`config.mk`:
```
export PLATFORM = sky130hd
export DESIGN_NAME = oam_endpoint_engine
export DESIGN_NICKNAME = d
export VERILOG_FILES = /design/src/oam_seq_pkg.sv /design/src/oam_endpoint_engine.sv
export SDC_FILE = /design/constraint.sdc
export NUM_CORES = 2
export LEC_CHECK = 0
export BUFFER_PORTS_ARGS = -buffer_cell sky130_fd_sc_hd__buf_2
export CAP_MARGIN = 20
export CORE_UTILIZATION = 35
export DETAILED_ROUTE_END_ITERATION = 12
export GPL_ROUTABILITY_DRIVEN = 1
export PLACE_DENSITY = 0.57
export SYNTH_ARGS = -nofsm -noshare
export SYNTH_HDL_FRONTEND = slang
export SYNTH_SLANG_ARGS = --single-unit
```
`constraint.sdc`:
```
create_clock -name CLOCK -period 12.75 [get_ports CLOCK]
set_clock_uncertainty 0.1 [all_clocks]
set_input_delay 0.6375 -clock CLOCK [delete_from_list [all_inputs] [get_ports CLOCK]]
set_output_delay 0.6375 -clock CLOCK [all_outputs]
set_load 0.02 [all_outputs]
```
`src/oam_seq_pkg.sv`:
```
// Purpose: Shared constants, register map and carriers for the OAM endpoint slice.
// Assumes: APB with 32-bit data, one aligned word per register.
// Notes: Offsets are byte addresses.
package oam_seq_pkg;
	localparam int NGEN = 8;
	localparam logic [15:0] ETYPE_SEQ = 16'h8880;
	localparam logic [15:0] PROTO_ID_SEQ = 16'h0008;
	localparam logic [15:0] MIN_OFS_ETH = 16'h0002;
	localparam logic [15:0] MIN_OFS_UDP = 16'h0008;
	localparam logic [11:0] A_CTRL = 12'h000;
	localparam logic [11:0] A_GEN_CFG = 12'h004;
	localparam logic [11:0] A_COPY_CFG = 12'h008;
	localparam logic [11:0] A_SEQ_CFG = 12'h00C;
	localparam logic [11:0] A_STICKY = 12'h010;
	localparam logic [11:0] A_TX_SEQ = 12'h014;
	localparam logic [11:0] A_RX_SEQ = 12'h018;
	localparam logic [11:0] A_ERR_CNT = 12'h01C;
	localparam logic [11:0] A_RX_CNT = 12'h020;
	localparam logic [11:0] A_TX_CNT = 12'h024;
	localparam logic [11:0] A_OAM_CNT = 12'h028;
	localparam logic [11:0] A_DATA_CNT = 12'h02C;
	// Sticky bit positions above the generic mask field.
	localparam int ST_UNK = 8;
	localparam int ST_LTM = 9;
	localparam int ST_LTR = 10;
	localparam int ST_SEQ = 11;
	localparam int ST_ERR = 12;
	typedef enum logic [2:0] {PDU_DATA, PDU_GENERIC, PDU_UNKNOWN, PDU_LTM, PDU_LTR,
		PDU_SEQ} pdu_class_t;
	typedef enum logic [1:0] {SEQ_OFF, SEQ_MSG, SEQ_RSP} seq_kind_t;
	// Frame descriptor handed in by the lookup pipeline.
	typedef struct packed {
		logic valid;
		logic rx;
		pdu_class_t cls;
		logic [2:0] gen_type;
		logic mel_ok;
		logic dmac_ok;
		logic is_udp;
		logic eth_ep;
		logic [15:0] seq_ofs;
		logic [31:0] seq_no;
		logic fwd_err;
		logic [15:0] comp;
	} frame_in_t;
	// Verdict returned to the pipeline.
	typedef struct packed {
		logic valid;
		logic pass;
		logic copy;
		logic [3:0] queue;
		logic loop;
		logic modify;
		logic [31:0] seq_no;
		logic fwd_err;
		logic [15:0] comp;
	} frame_out_t;
endpackage

```
`src/oam_endpoint_engine.sv`:
```
// Purpose: Generic/unknown opcode, link-trace and sequence numbering slice of one endpoint.
// Assumes: One descriptor per cycle at most; verdict one cycle later from flip-flops.
// Notes: Registers over APB; zero wait states.
// Operation
// RULE1: OAM counters gated by generic mask or enable.
// RULE2: Loss data counters gated by masks likewise.
// RULE3: Terminate own-level PDUs unless pass enabled.
// RULE4: Transmit lookup leaves generic/unknown PDUs alone.
// RULE5: Received generic/unknown PDUs set sticky bits.
// RULE6: Copy generic/unknown to their configured queues.
// RULE7: Link trace validated by level and MAC.
// RULE8: Link trace copy and counting, separate enables.
// RULE9: Valid link-trace message/reply set stickies.
// RULE10: Ethernet 0x8880/0x0008 or UDP frames accepted.
// RULE11: Only classifier-marked sequence frames are processed.
// RULE12: Sequence mode excludes test/loopback handling.
// RULE13: Same for all facings; Ethernet endpoints only.
// RULE14: UDP checksum is not checked first.
// RULE15: Message/response from role and direction only.
// RULE16: Responder checks, flags error, loops, copies.
// RULE17: Initiator validates responses, counts, then copies.
// RULE18: Dual-ended: both initiators check received frames.
// RULE19: Sequence offset 16 bits with minimum values.
// RULE20: Field: seq32, error bit, 15 reserved, comp16.
// RULE21: Injector zeroes sequence, error flag, reserved bits.
// RULE22: UDP compensation word keeps checksum unchanged.
// RULE23: Initiator inserts stored number then increments.
// RULE24: Checker compares with previous plus one.
//
// The register addresses and register access over APB were decided locally.
`timescale 1ns/1ps
`default_nettype none
module oam_endpoint_engine
	import oam_seq_pkg::*;
(
	// Clock and reset
	input wire logic CLOCK,
	input wire logic RST,
	// APB slave
	input wire logic PSEL,
	input wire logic PENABLE,
	input wire logic PWRITE,
	input wire logic [11:0] PADDR,
	input wire logic [31:0] PWDATA,
	output logic [31:0] PRDATA,
	output logic PREADY,
	output logic PSLVERR,
	// Frame lookup
	input wire frame_in_t FRAME_IN,
	output frame_out_t FRAME_OUT
);
	// One's complement 16-bit add, used for checksum neutral compensation.
	function automatic logic [15:0] ocadd(input logic [15:0] a, input logic [15:0] b);
		logic [16:0] s;
		s = {1'b0, a} + {1'b0, b};
		return s[15:0] + {15'h0000, s[16]};
	endfunction

	// Sum of the 16-bit words covered by the field, excluding the compensation word.
	function automatic logic [15:0] fsum(input logic [31:0] sq, input logic fe);
		return ocadd(ocadd(sq[31:16], sq[15:0]), {fe, 15'h0000});
	endfunction

	logic [31:0] ctrl_q, ctrl_d, gen_q, gen_d, copy_q, copy_d, seqc_q, seqc_d;
	logic [12:0] sticky_q, sticky_d;
	logic [31:0] txseq_q, txseq_d, rxseq_q, rxseq_d, err_q, err_d;
	logic [31:0] rxcnt_q, rxcnt_d, txcnt_q, txcnt_d, oam_q, oam_d, data_q, data_d;
	logic [31:0] prdata_d;
	logic pslverr_d;
	frame_out_t out_q, out_d;

	// ctrl: [7:0] generic pass, [15:8] generic oam count mask, [16] unknown oam count,
	// [24:17] generic data count mask, [25] unknown data count, [26..29] LTM/LTR oam, data.
	// copy: [7:0] generic copy mask, [8] unknown, [9] LTM, [10] LTR, [11] seq copy,
	// [15:12] generic queue, [19:16] default queue, [23:20] link-trace queue,
	// [27:24] seq queue, [28] seq error-only copy.
	// seqc: [0] initiator, [1] responder, [2] loop, [3] err count enable,
	// [4] update checksum, [31:16] offset.
	wire [7:0] gen_pass = ctrl_q[7:0];
	wire [7:0] gen_oam_m = ctrl_q[15:8];
	wire unk_oam_en = ctrl_q[16];
	wire [7:0] gen_data_m = ctrl_q[24:17];
	wire unk_data_en = ctrl_q[25];
	wire seq_init = seqc_q[0];
	wire seq_resp = seqc_q[1] & ~seqc_q[0]; // RULE15
	wire seq_en = seq_init | seq_resp; // RULE12
	wire [15:0] seq_ofs_cfg = seqc_q[31:16];

	wire apb_wr = PSEL & PENABLE & PWRITE;
	// Reads are decoded in the setup cycle, so the registered data already stands when the
	// access phase is sampled; this is what keeps the slave at zero wait states.
	wire apb_rd = PSEL & ~PENABLE & ~PWRITE;
	logic known;

	always_comb begin
		unique case (PADDR)
			A_CTRL, A_GEN_CFG, A_COPY_CFG, A_SEQ_CFG, A_STICKY, A_TX_SEQ, A_RX_SEQ,
			A_ERR_CNT, A_RX_CNT, A_TX_CNT, A_OAM_CNT, A_DATA_CNT: known = 1'b1;
			default: known = 1'b0;
		endcase
	end

	// Frame evaluation.
	seq_kind_t kind;
	logic rx_v, tx_v, gmask_oam, gmask_data, ofs_ok, seq_bad, cnt_oam, cnt_data;
	logic [31:0] ins_seq;
	logic ins_err;
	always_comb begin
		frame_in_t f;
		f = FRAME_IN;
		rx_v = f.valid & f.rx;
		tx_v = f.valid & ~f.rx;
		gmask_oam = gen_oam_m[f.gen_type];
		gmask_data = gen_data_m[f.gen_type];
		// Sequence mode shares the test/loopback resources and exists only on Ethernet
		// endpoints, so the class is decided purely by role and direction.
		kind = SEQ_OFF;
		if (f.valid && f.cls == PDU_SEQ && seq_en && f.eth_ep && f.dmac_ok) begin // RULE11 RULE13
			kind = ((seq_init && !f.rx) || (seq_resp && f.rx)) ? SEQ_MSG : SEQ_RSP; // RULE15
		end
		ofs_ok = f.is_udp ? (seq_ofs_cfg >= MIN_OFS_UDP) : (seq_ofs_cfg >= MIN_OFS_ETH); // RULE19 RULE10
		seq_bad = (f.seq_no != rxseq_q + 32'h0000_0001); // RULE24
		ins_seq = f.seq_no;
		ins_err = f.fwd_err;
		cnt_oam = 1'b0;
		cnt_data = 1'b0;
		out_d = '0;
		out_d.valid = f.valid;
		out_d.seq_no = f.seq_no;
		out_d.fwd_err = f.fwd_err;
		out_d.comp = f.comp;
		out_d.pass = 1'b1;
		unique case (f.cls)
			PDU_GENERIC, PDU_UNKNOWN: begin
				// Own-level PDUs are terminated both ways unless the type passes.
				if (f.mel_ok)
					out_d.pass = (f.cls == PDU_GENERIC) && gen_pass[f.gen_type]; // RULE3
				cnt_oam = (f.cls == PDU_GENERIC) ? gmask_oam : unk_oam_en; // RULE1
				cnt_data = (f.cls == PDU_GENERIC) ? gmask_data : unk_data_en; // RULE2
				if (rx_v && f.mel_ok) begin // RULE4
					out_d.copy = (f.cls == PDU_GENERIC) ? copy_q[f.gen_type] : copy_q[8]; // RULE6
					out_d.queue = (f.cls == PDU_GENERIC) ? copy_q[15:12] : copy_q[19:16]; // RULE6
				end
			end
			PDU_LTM, PDU_LTR: begin
				if (f.mel_ok && f.dmac_ok) begin // RULE7
					out_d.pass = 1'b0;
					cnt_oam = (f.cls == PDU_LTM) ? ctrl_q[26] : ctrl_q[27]; // RULE8
					cnt_data = (f.cls == PDU_LTM) ? ctrl_q[28] : ctrl_q[29]; // RULE8
					if (rx_v) begin
						out_d.copy = (f.cls == PDU_LTM) ? copy_q[9] : copy_q[10]; // RULE8
						out_d.queue = copy_q[23:20]; // RULE8
					end
				end
			end
			default: ;
		endcase
		if (kind != SEQ_OFF && ofs_ok) begin
			out_d.queue = copy_q[27:24];
			if (tx_v && kind == SEQ_MSG) begin
				ins_seq = txseq_q; // RULE23
				out_d.seq_no = ins_seq;
				out_d.modify = 1'b1;
			end else if (rx_v) begin
				out_d.copy = copy_q[11] | (copy_q[28] & seq_bad); // RULE16 RULE17 RULE18
				if (kind == SEQ_MSG && seq_resp) begin
					ins_err = f.fwd_err | seq_bad; // RULE16
					out_d.fwd_err = ins_err;
					out_d.modify = seq_bad;
					out_d.loop = seqc_q[2]; // RULE16
				end
			end
			// Checksum is not verified; the compensation absorbs the field change.
			if (out_d.modify && f.is_udp && seqc_q[4]) // RULE14 RULE22
				out_d.comp = ~ocadd(ocadd(~f.comp, fsum(f.seq_no, f.fwd_err)),
					~fsum(ins_seq, ins_err)); // RULE20 RULE21
		end
	end

	// Register next values.
	always_comb begin
		ctrl_d = ctrl_q;
		gen_d = gen_q;
		copy_d = copy_q;
		seqc_d = seqc_q;
		sticky_d = sticky_q;
		txseq_d = txseq_q;
		rxseq_d = rxseq_q;
		err_d = err_q;
		rxcnt_d = rxcnt_q;
		txcnt_d = txcnt_q;
		oam_d = oam_q;
		data_d = data_q;
		if (apb_wr) begin
			unique case (PADDR)
				A_CTRL: ctrl_d = PWDATA;
				A_GEN_CFG: gen_d = PWDATA;
				A_COPY_CFG: copy_d = PWDATA;
				A_SEQ_CFG: seqc_d = PWDATA;
				A_STICKY: sticky_d = sticky_q & ~PWDATA[12:0];
				A_TX_SEQ: txseq_d = PWDATA;
				A_RX_SEQ: rxseq_d = PWDATA;
				A_ERR_CNT: err_d = PWDATA;
				A_RX_CNT: rxcnt_d = PWDATA;
				A_TX_CNT: txcnt_d = PWDATA;
				A_OAM_CNT: oam_d = PWDATA;
				A_DATA_CNT: data_d = PWDATA;
				default: ;
			endcase
		end
		// Hardware events come after the bus write so a set wins over a clear.
		// Idle descriptors carry stale fields, so only a valid one may count.
		if (cnt_oam && FRAME_IN.valid)
			oam_d = oam_q + 32'h0000_0001; // RULE1 RULE8
		if (cnt_data && FRAME_IN.valid)
			data_d = data_q + 32'h0000_0001; // RULE2 RULE8
		if (rx_v && FRAME_IN.mel_ok) begin
			if (FRAME_IN.cls == PDU_GENERIC)
				sticky_d[FRAME_IN.gen_type] = 1'b1; // RULE5
			if (FRAME_IN.cls == PDU_UNKNOWN)
				sticky_d[ST_UNK] = 1'b1; // RULE5
			if (FRAME_IN.dmac_ok && FRAME_IN.cls == PDU_LTM)
				sticky_d[ST_LTM] = 1'b1; // RULE9
			if (FRAME_IN.dmac_ok && FRAME_IN.cls == PDU_LTR)
				sticky_d[ST_LTR] = 1'b1; // RULE9
		end
		if (kind != SEQ_OFF && ofs_ok) begin
			if (tx_v && kind == SEQ_MSG)
				txseq_d = txseq_q + 32'h0000_0001; // RULE23
			if (tx_v && kind == SEQ_RSP)
				txcnt_d = txcnt_q + 32'h0000_0001;
			if (rx_v) begin
				sticky_d[ST_SEQ] = 1'b1;
				rxcnt_d = rxcnt_q + 32'h0000_0001;
				rxseq_d = FRAME_IN.seq_no; // RULE24
				if (seq_bad && (seq_resp || seqc_q[3])) begin // RULE17
					err_d = err_q + 32'h0000_0001; // RULE24
					sticky_d[ST_ERR] = 1'b1; // RULE24
				end
			end
		end
		prdata_d = 32'h0000_0000;
		pslverr_d = 1'b0;
		if (apb_rd) begin
			unique case (PADDR)
				A_CTRL: prdata_d = ctrl_q;
				A_GEN_CFG: prdata_d = gen_q;
				A_COPY_CFG: prdata_d = copy_q;
				A_SEQ_CFG: prdata_d = seqc_q;
				A_STICKY: prdata_d = {19'h00000, sticky_q};
				A_TX_SEQ: prdata_d = txseq_q;
				A_RX_SEQ: prdata_d = rxseq_q;
				A_ERR_CNT: prdata_d = err_q;
				A_RX_CNT: prdata_d = rxcnt_q;
				A_TX_CNT: prdata_d = txcnt_q;
				A_OAM_CNT: prdata_d = oam_q;
				A_DATA_CNT: prdata_d = data_q;
				default: prdata_d = 32'h0000_0000;
			endcase
		end
		if (PSEL && !PENABLE && !known)
			pslverr_d = 1'b1;
	end

	always_ff @(posedge CLOCK) begin
		if (RST) begin
			ctrl_q <= '0;
			gen_q <= '0;
			copy_q <= '0;
			seqc_q <= 32'h0002_0000;
			sticky_q <= '0;
			txseq_q <= '0;
			rxseq_q <= '0;
			err_q <= '0;
			rxcnt_q <= '0;
			txcnt_q <= '0;
			oam_q <= '0;
			data_q <= '0;
			out_q <= '0;
			PRDATA <= '0;
			PREADY <= 1'b0;
			PSLVERR <= 1'b0;
		end else begin
			ctrl_q <= ctrl_d;
			gen_q <= gen_d;
			copy_q <= copy_d;
			seqc_q <= seqc_d;
			sticky_q <= sticky_d;
			txseq_q <= txseq_d;
			rxseq_q <= rxseq_d;
			err_q <= err_d;
			rxcnt_q <= rxcnt_d;
			txcnt_q <= txcnt_d;
			oam_q <= oam_d;
			data_q <= data_d;
			out_q <= out_d;
			PRDATA <= prdata_d;
			PREADY <= 1'b1;
			PSLVERR <= pslverr_d;
		end
	end

	assign FRAME_OUT = out_q;

	property p_seq_inc;
		@(posedge CLOCK) disable iff (RST)
		(tx_v && kind == SEQ_MSG && ofs_ok && !apb_wr) |=> (txseq_q == $past(txseq_q) + 1);
	endproperty
	a_seq_inc: assert property (p_seq_inc) else $error("tx sequence not incremented"); // RULE23

	property p_ins;
		@(posedge CLOCK) disable iff (RST)
		(tx_v && kind == SEQ_MSG && ofs_ok) |=> (FRAME_OUT.seq_no == $past(txseq_q));
	endproperty
	a_ins: assert property (p_ins) else $error("stored sequence not inserted"); // RULE23

	property p_err;
		@(posedge CLOCK) disable iff (RST)
		(rx_v && kind != SEQ_OFF && ofs_ok && seq_bad && seq_resp) |=> sticky_q[ST_ERR];
	endproperty
	a_err: assert property (p_err) else $error("error sticky not set"); // RULE24

	property p_fwd;
		@(posedge CLOCK) disable iff (RST)
		(rx_v && kind == SEQ_MSG && seq_resp && ofs_ok && seq_bad) |=> FRAME_OUT.fwd_err;
	endproperty
	a_fwd: assert property (p_fwd) else $error("forward error flag missing"); // RULE16

	property p_tx_generic;
		@(posedge CLOCK) disable iff (RST)
		(tx_v && FRAME_IN.cls inside {PDU_GENERIC, PDU_UNKNOWN})
			|=> !FRAME_OUT.copy && !FRAME_OUT.modify;
	endproperty
	a_tx_generic: assert property (p_tx_generic) else $error("tx generic acted on"); // RULE4

	property p_unk_sticky;
		@(posedge CLOCK) disable iff (RST)
		(rx_v && FRAME_IN.mel_ok && FRAME_IN.cls == PDU_UNKNOWN) |=> sticky_q[ST_UNK];
	endproperty
	a_unk_sticky: assert property (p_unk_sticky) else $error("unknown sticky not set"); // RULE5

	property p_ltm;
		@(posedge CLOCK) disable iff (RST)
		(rx_v && FRAME_IN.cls == PDU_LTM && !FRAME_IN.dmac_ok) |=> !FRAME_OUT.copy;
	endproperty
	a_ltm: assert property (p_ltm) else $error("invalid link trace copied"); // RULE7

	property p_terminate;
		@(posedge CLOCK) disable iff (RST)
		(FRAME_IN.valid && FRAME_IN.mel_ok && FRAME_IN.cls == PDU_UNKNOWN) |=> !FRAME_OUT.pass;
	endproperty
	a_terminate: assert property (p_terminate) else $error("own level unknown passed"); // RULE3

	property p_rxstore;
		@(posedge CLOCK) disable iff (RST)
		(rx_v && kind != SEQ_OFF && ofs_ok && !apb_wr) |=> (rxseq_q == $past(FRAME_IN.seq_no));
	endproperty
	a_rxstore: assert property (p_rxstore) else $error("received number not stored"); // RULE24
endmodule
`default_nettype wire

```
; Word level (Yosys, flattened, before mapping)
; Cells that the tools add are included.
[totals]
regBits = 457
inputBits = 126
output_inout_bits = 92
wordCells = 224
[op_classes]
n_addsub = 19
magnitude_cmp = 6
eq_ne = 19
mux = 85
bitwise = 25
n_reduce_logical = 46
[ops]
columns = op, count
row1 = $mux 32, 29
row2 = $pmux 32 s12, 1
row3 = $add 32x1->32 const B, 7
row4 = $add 16x16->17, 6
row5 = $add 16x1->16, 6
row6 = $mux 56, 1
row7 = $mux 13, 4
row8 = $eq 12x5->1 const B, 4
row9 = $eq 12x6->1 const B, 4
row10 = $not 16->16, 3
row11 = $ne 32x32->1, 1
row12 = $mux 1, 31
row13 = $eq 12x4->1 const B, 2
row14 = $logic_and 1x1->1, 23
row15 = $ge 16x2->1 const B, 1
row16 = $ge 16x4->1 const B, 1
row17 = $mux 16, 1
row18 = $and 13x13->13, 1
row19 = $not 13->13, 1
row20 = $or 13x8->13, 1
row21 = $bmux 1 s3, 4
row22 = $eq 12x3->1 const B, 1
row23 = $logic_not 12->1, 1
row24 = $mux 2, 6
row25 = 25 further kinds, 60

; Depth between registers and ports, before layout
[depth]
ltp_word = 21
mapped_depth = 63
mapped_depth_nobuf = 61

; Worst setup path after synthesis
; Ideal clock, no wire load.
[synth_path]
path_kind = in2reg
startpoint = input FRAME_IN[25] (netlist bit)
endpoint = register out_q, in the netlist FRAME_OUT[12]
setup_ps = 128
arrival_ps = 10585
required_ps = 12522
setup_slack_ps = 1937
stages = 63
n_path_buf = 3
cell_sequence = ha_1 > clkbuf_1 > nand2_1 > nor4_1 > nand2_1 > a21oi_1 > a21o_1 > a21oi_1 > nor2b_1 > o21ai_0 > nand2b_1 > ha_1 > nand3_2 > or3_1 > buf_2 > nor3_1 > nand2_1 > nor3_1 > [... 27 more ...] > ha_1 > clkbuf_1 > a21o_1 > a21oi_1 > nand2_1 > o311a_1 > o41a_1 > a21o_1 > a21o_1 > ha_1 > ha_1 > nand3_1 > a2111oi_0 > nand4_1 > nand3b_1 > xor2_1 > mux2i_1 > nor2_1
[synth_via]
elab_chain_len = 14
word_cells_on_any_way = 30
cone_classes = 12 x add/sub / 1 x eq/ne / 12 x mux / 3 x bitwise / 2 x reduce/logical
[synth_rtl]
columns = element, line
row1 = start: declaration, oam_endpoint_engine.sv:49  ; input wire frame_in_t FRAME_IN,
row2 = branches (longest 12 deep; another with $add 16x16->17), n/a
row3 = $mux 16 *, oam_endpoint_engine.sv:174  ; if (out_d.modify && f.is_udp && seqc_q[4])
row4 = $mux 56 *, oam_endpoint_engine.sv:158  ; if (kind != SEQ_OFF && ofs_ok) begin
row5 = end signal: assignment, oam_endpoint_engine.sv:296  ; out_q <= out_d;
row6 = end: declaration, oam_endpoint_engine.sv:70  ; frame_out_t out_q, out_d;
; Mark *: on every way between the ends. The select of a mux whose other input is x is not followed.
; A chain may end at the register's enable or synchronous reset.

; Final worst setup path
[layout_path]
startpoint = input FRAME_IN[39] (netlist bit)
endpoint = register out_q, in the netlist FRAME_OUT[15]
; The elaborated chain is that of the path after synthesis.

==> metrics.cfg <==
[timing]
max-slew-margin-rel = 0.272
drv_slew = 0
fin_crit_sh = 0.913
timing.hold.ws_ns = 0.164
period_needed_ns = 11.65
finalSetupViolCount = 0
hold_viol_final = 0
fmax_ghz = 0.0859
worst_pin_slew_ns = 1.09

[final_layout]
n_fill_cell = 8500
final_cells = 4911
fin_area_mm2 = 0.0327
syn2layout_area_growth_pct = 12.7
largest_reg_flops = 58
fin_util = 0.399
layout-drive-gt1-share = 0.126
final_nets = 4012

[die]
io_pins = 218
fp.dieW_um = 290
die_h_um = 290
die-area_mm2 = 0.0840
initial_core_util = 0.354
fp-row-count = 105
core-area_mm2 = 0.0820

[yosys]
ys_top_cells_by_area = dfxtp_1, nand2_1, a21oi_1
synth.top_cell.area_share = 0.316
yosysWarnings = 0
seq_area_frac_synth = 0.316
synth_flop_cell = dfxtp_1
synth_cells = 3758
yosysUniqueCellTypes = 111
ys_seq_elements = 457
yosysTopAreaCell = dfxtp_1
synth_edf_count = 0
netlist_area_mm2 = 0.0290
synthesis.nets = 3973
synthArstFlopShare = 0
syn_avg_cell_area_um2 = 7.71

[setup_path]
crit_path_max_fanout = 12
critical-path-slowest-cell = or3_1
endpoint_kind = register
crit_required_ns = 13.12
cp-start-kind = input port
critPathMaxStageDelay_ns = 0.50
crit_type = input port to register
cp_common_cell = ha_1
worstPathArrival_ns = 12.02

[detailed_routing]
ant_nets = 0
drt-initial-drc-count = 3725
drc = 4
wirelength_mm = 131
via_per_inst = 6.24
drtPass1Iterations = 10
via_count = 30600
wl_per_cell_um = 26.7

[clock_network]
path_clk_slew_ns = 0.06
clockBufferDepth = 3
cts.sinks = 457
cts_tree = yes
clockRootBuffer = clkbuf_16
numCtsBuffers = 54
insertion_delay_ns = 0.64
cts-htree-levels = 2
postCtsSetupBuffers = 0

[power]
p_sw_frac = 0.323
power_uw = 4170
power_frac_seq = 0.345
leakagePower_uw = 0.0115
peakVddDrop_uv = 102
powerDensity_mw_per_mm2 = 128
clkPwrFrac = 0.394
internal_power_uw = 2830
p_sw_uw = 1350
p_comb_frac = 0.261

[placement]
port_buffers = 201
dp.cells = 4810
gp_congestion = 0.972
hpwlAfterDp_mm = 93.8
place_area_mm2 = 0.0308

[grt]
grt_pass1_wl_mm = 189
grt_max_degree = 179
grt_pass1_vias = 27900
gr-total-overflow = 0
grt.total_usage = 0.303
antenna_found_initial = 11

[outcome]
status = complete, but fails checks
violations = DRC

[min_path]
hold_path.class = input port to register

[run]
max_cap_viol_count = 0

-- area by class of cell --
class	instances	area, um^2	area share
multi-input combinational	2948	18500	0.567
sequential	457	9150	0.280
clock buffer	75	1540	0.0471
timing repair buffer	265	1530	0.0468
tap	1070	1340	0.0410
clock inverter	21	305	0.00934
inverter	71	267	0.00816
antenna	4	10.0	0.000306
-- cell usage after synthesis (24+ instances only) --
cell type,count
a21oi_1,373
a221oi_1,83
a31oi_1,71
nor3_1,111
dfxtp_1,457
a22oi_1,49
nand2_1,530
or3_1,26
mux2_2,41
a21o_1,25
a22o_1,67
a222oi_1,25
nor4_1,38
xnor2_1,92
nand3_1,114
xor2_1,61
inv_1,71
nor3b_1,30
ha_1,85
and2_1,33
a211oi_1,79
nand4_1,45
o21a_1,25
nand2b_1,25
nor2_1,326
clkbuf_1,229
nor2b_1,24
mux2i_1,61
and3_1,83
o21ai_0,152
-- timing repair --
item / 4_1_cts / 5_1_grt
gates resized for setup: 0 / 2
hold buffers: 0 / 0
setup endpoints to repair: 0 / 3
-- placed cells by master, fill, tap and decap left out, drive strengths merged, types with 75 or more instances in the layout --
master	instances
nand2	531
dfxtp	457
a21oi	376
nor2	328
buf	265
o21ai	157
nor3	119
nand3	117
xnor2	93
ha	85
and3	83
a221oi	83
a211oi	80
clkbuf	75
-- metrics by stage --
stage	worst slack (ns)	setup TNS, ns
after floorplan	1.94	0
after global placement	0.460	0
after detailed placement	0.376	0
after CTS	0.967	0
after global routing	-0.000503	-0.000503
final	1.10	0
-- metal layers --
layer	global-route usage	vias up	wire length [um]
li1	-	13900	-
met1	0.401	14700	52500
met2	0.465	1681	57000
met3	0.0656	334	14500
met4	0.149	14	6780
met5	0	-	87
-- worst max-delay path: cells and delay by family --
family | cells | cell delay [ns]
xor gates and xnor gates | 3 | 0.63
adders and majority gates | 9 | 2.37
AOI/OAI and AO/OA | 17 | 3.65
buffers and inverters | 1 | 0.20
and+or+nand+nor | 27 | 4.42
muxes | 1 | 0.13
-- worst paths after layout --
| path | endpoint | startpoint | slack (ns) | cells after the start |
|---|---|---|---|---|
| min reg2reg | seqc_q[7]$_SDFFE_PP0P_ | seqc_q[7]$_SDFFE_PP0P_ | 0.35 | 2 |
| max reg2reg | FRAME_OUT[12]$_SDFF_PP0_ | seqc_q[0]$_SDFFE_PP0P_ | 1.59 | 47 |
| max | FRAME_OUT[15]$_SDFF_PP0_ | FRAME_IN[39] | 1.10 | 58 |
| min | PSLVERR$_SDFF_PP0_ | PSEL | 0.16 | 3 |
-- cells by family after synthesis --
logic type	Yosys count	share of synthesized area
buffers and inverters	353	0.0490
AND/OR/NAND/NOR	1472	0.245
XOR/XNOR	155	0.0480
multiplexers	107	0.0409
flip-flops	457	0.316
AO/OA/AOI/OAI	1125	0.262
adder cells (fa/ha/maj)	89	0.0395
-- power by group through the flow --
stage               clock network (uW)  registers [uW]  logic, uW
finish                            1650            1440       1090
global route                      1720            1440       1200
CTS                               1660            1440       1080
detailed placement                   0            1470       1070
global placement                     0            1470       1080
floorplan                            0            1480        794
(Power assumes the default switching activity.)
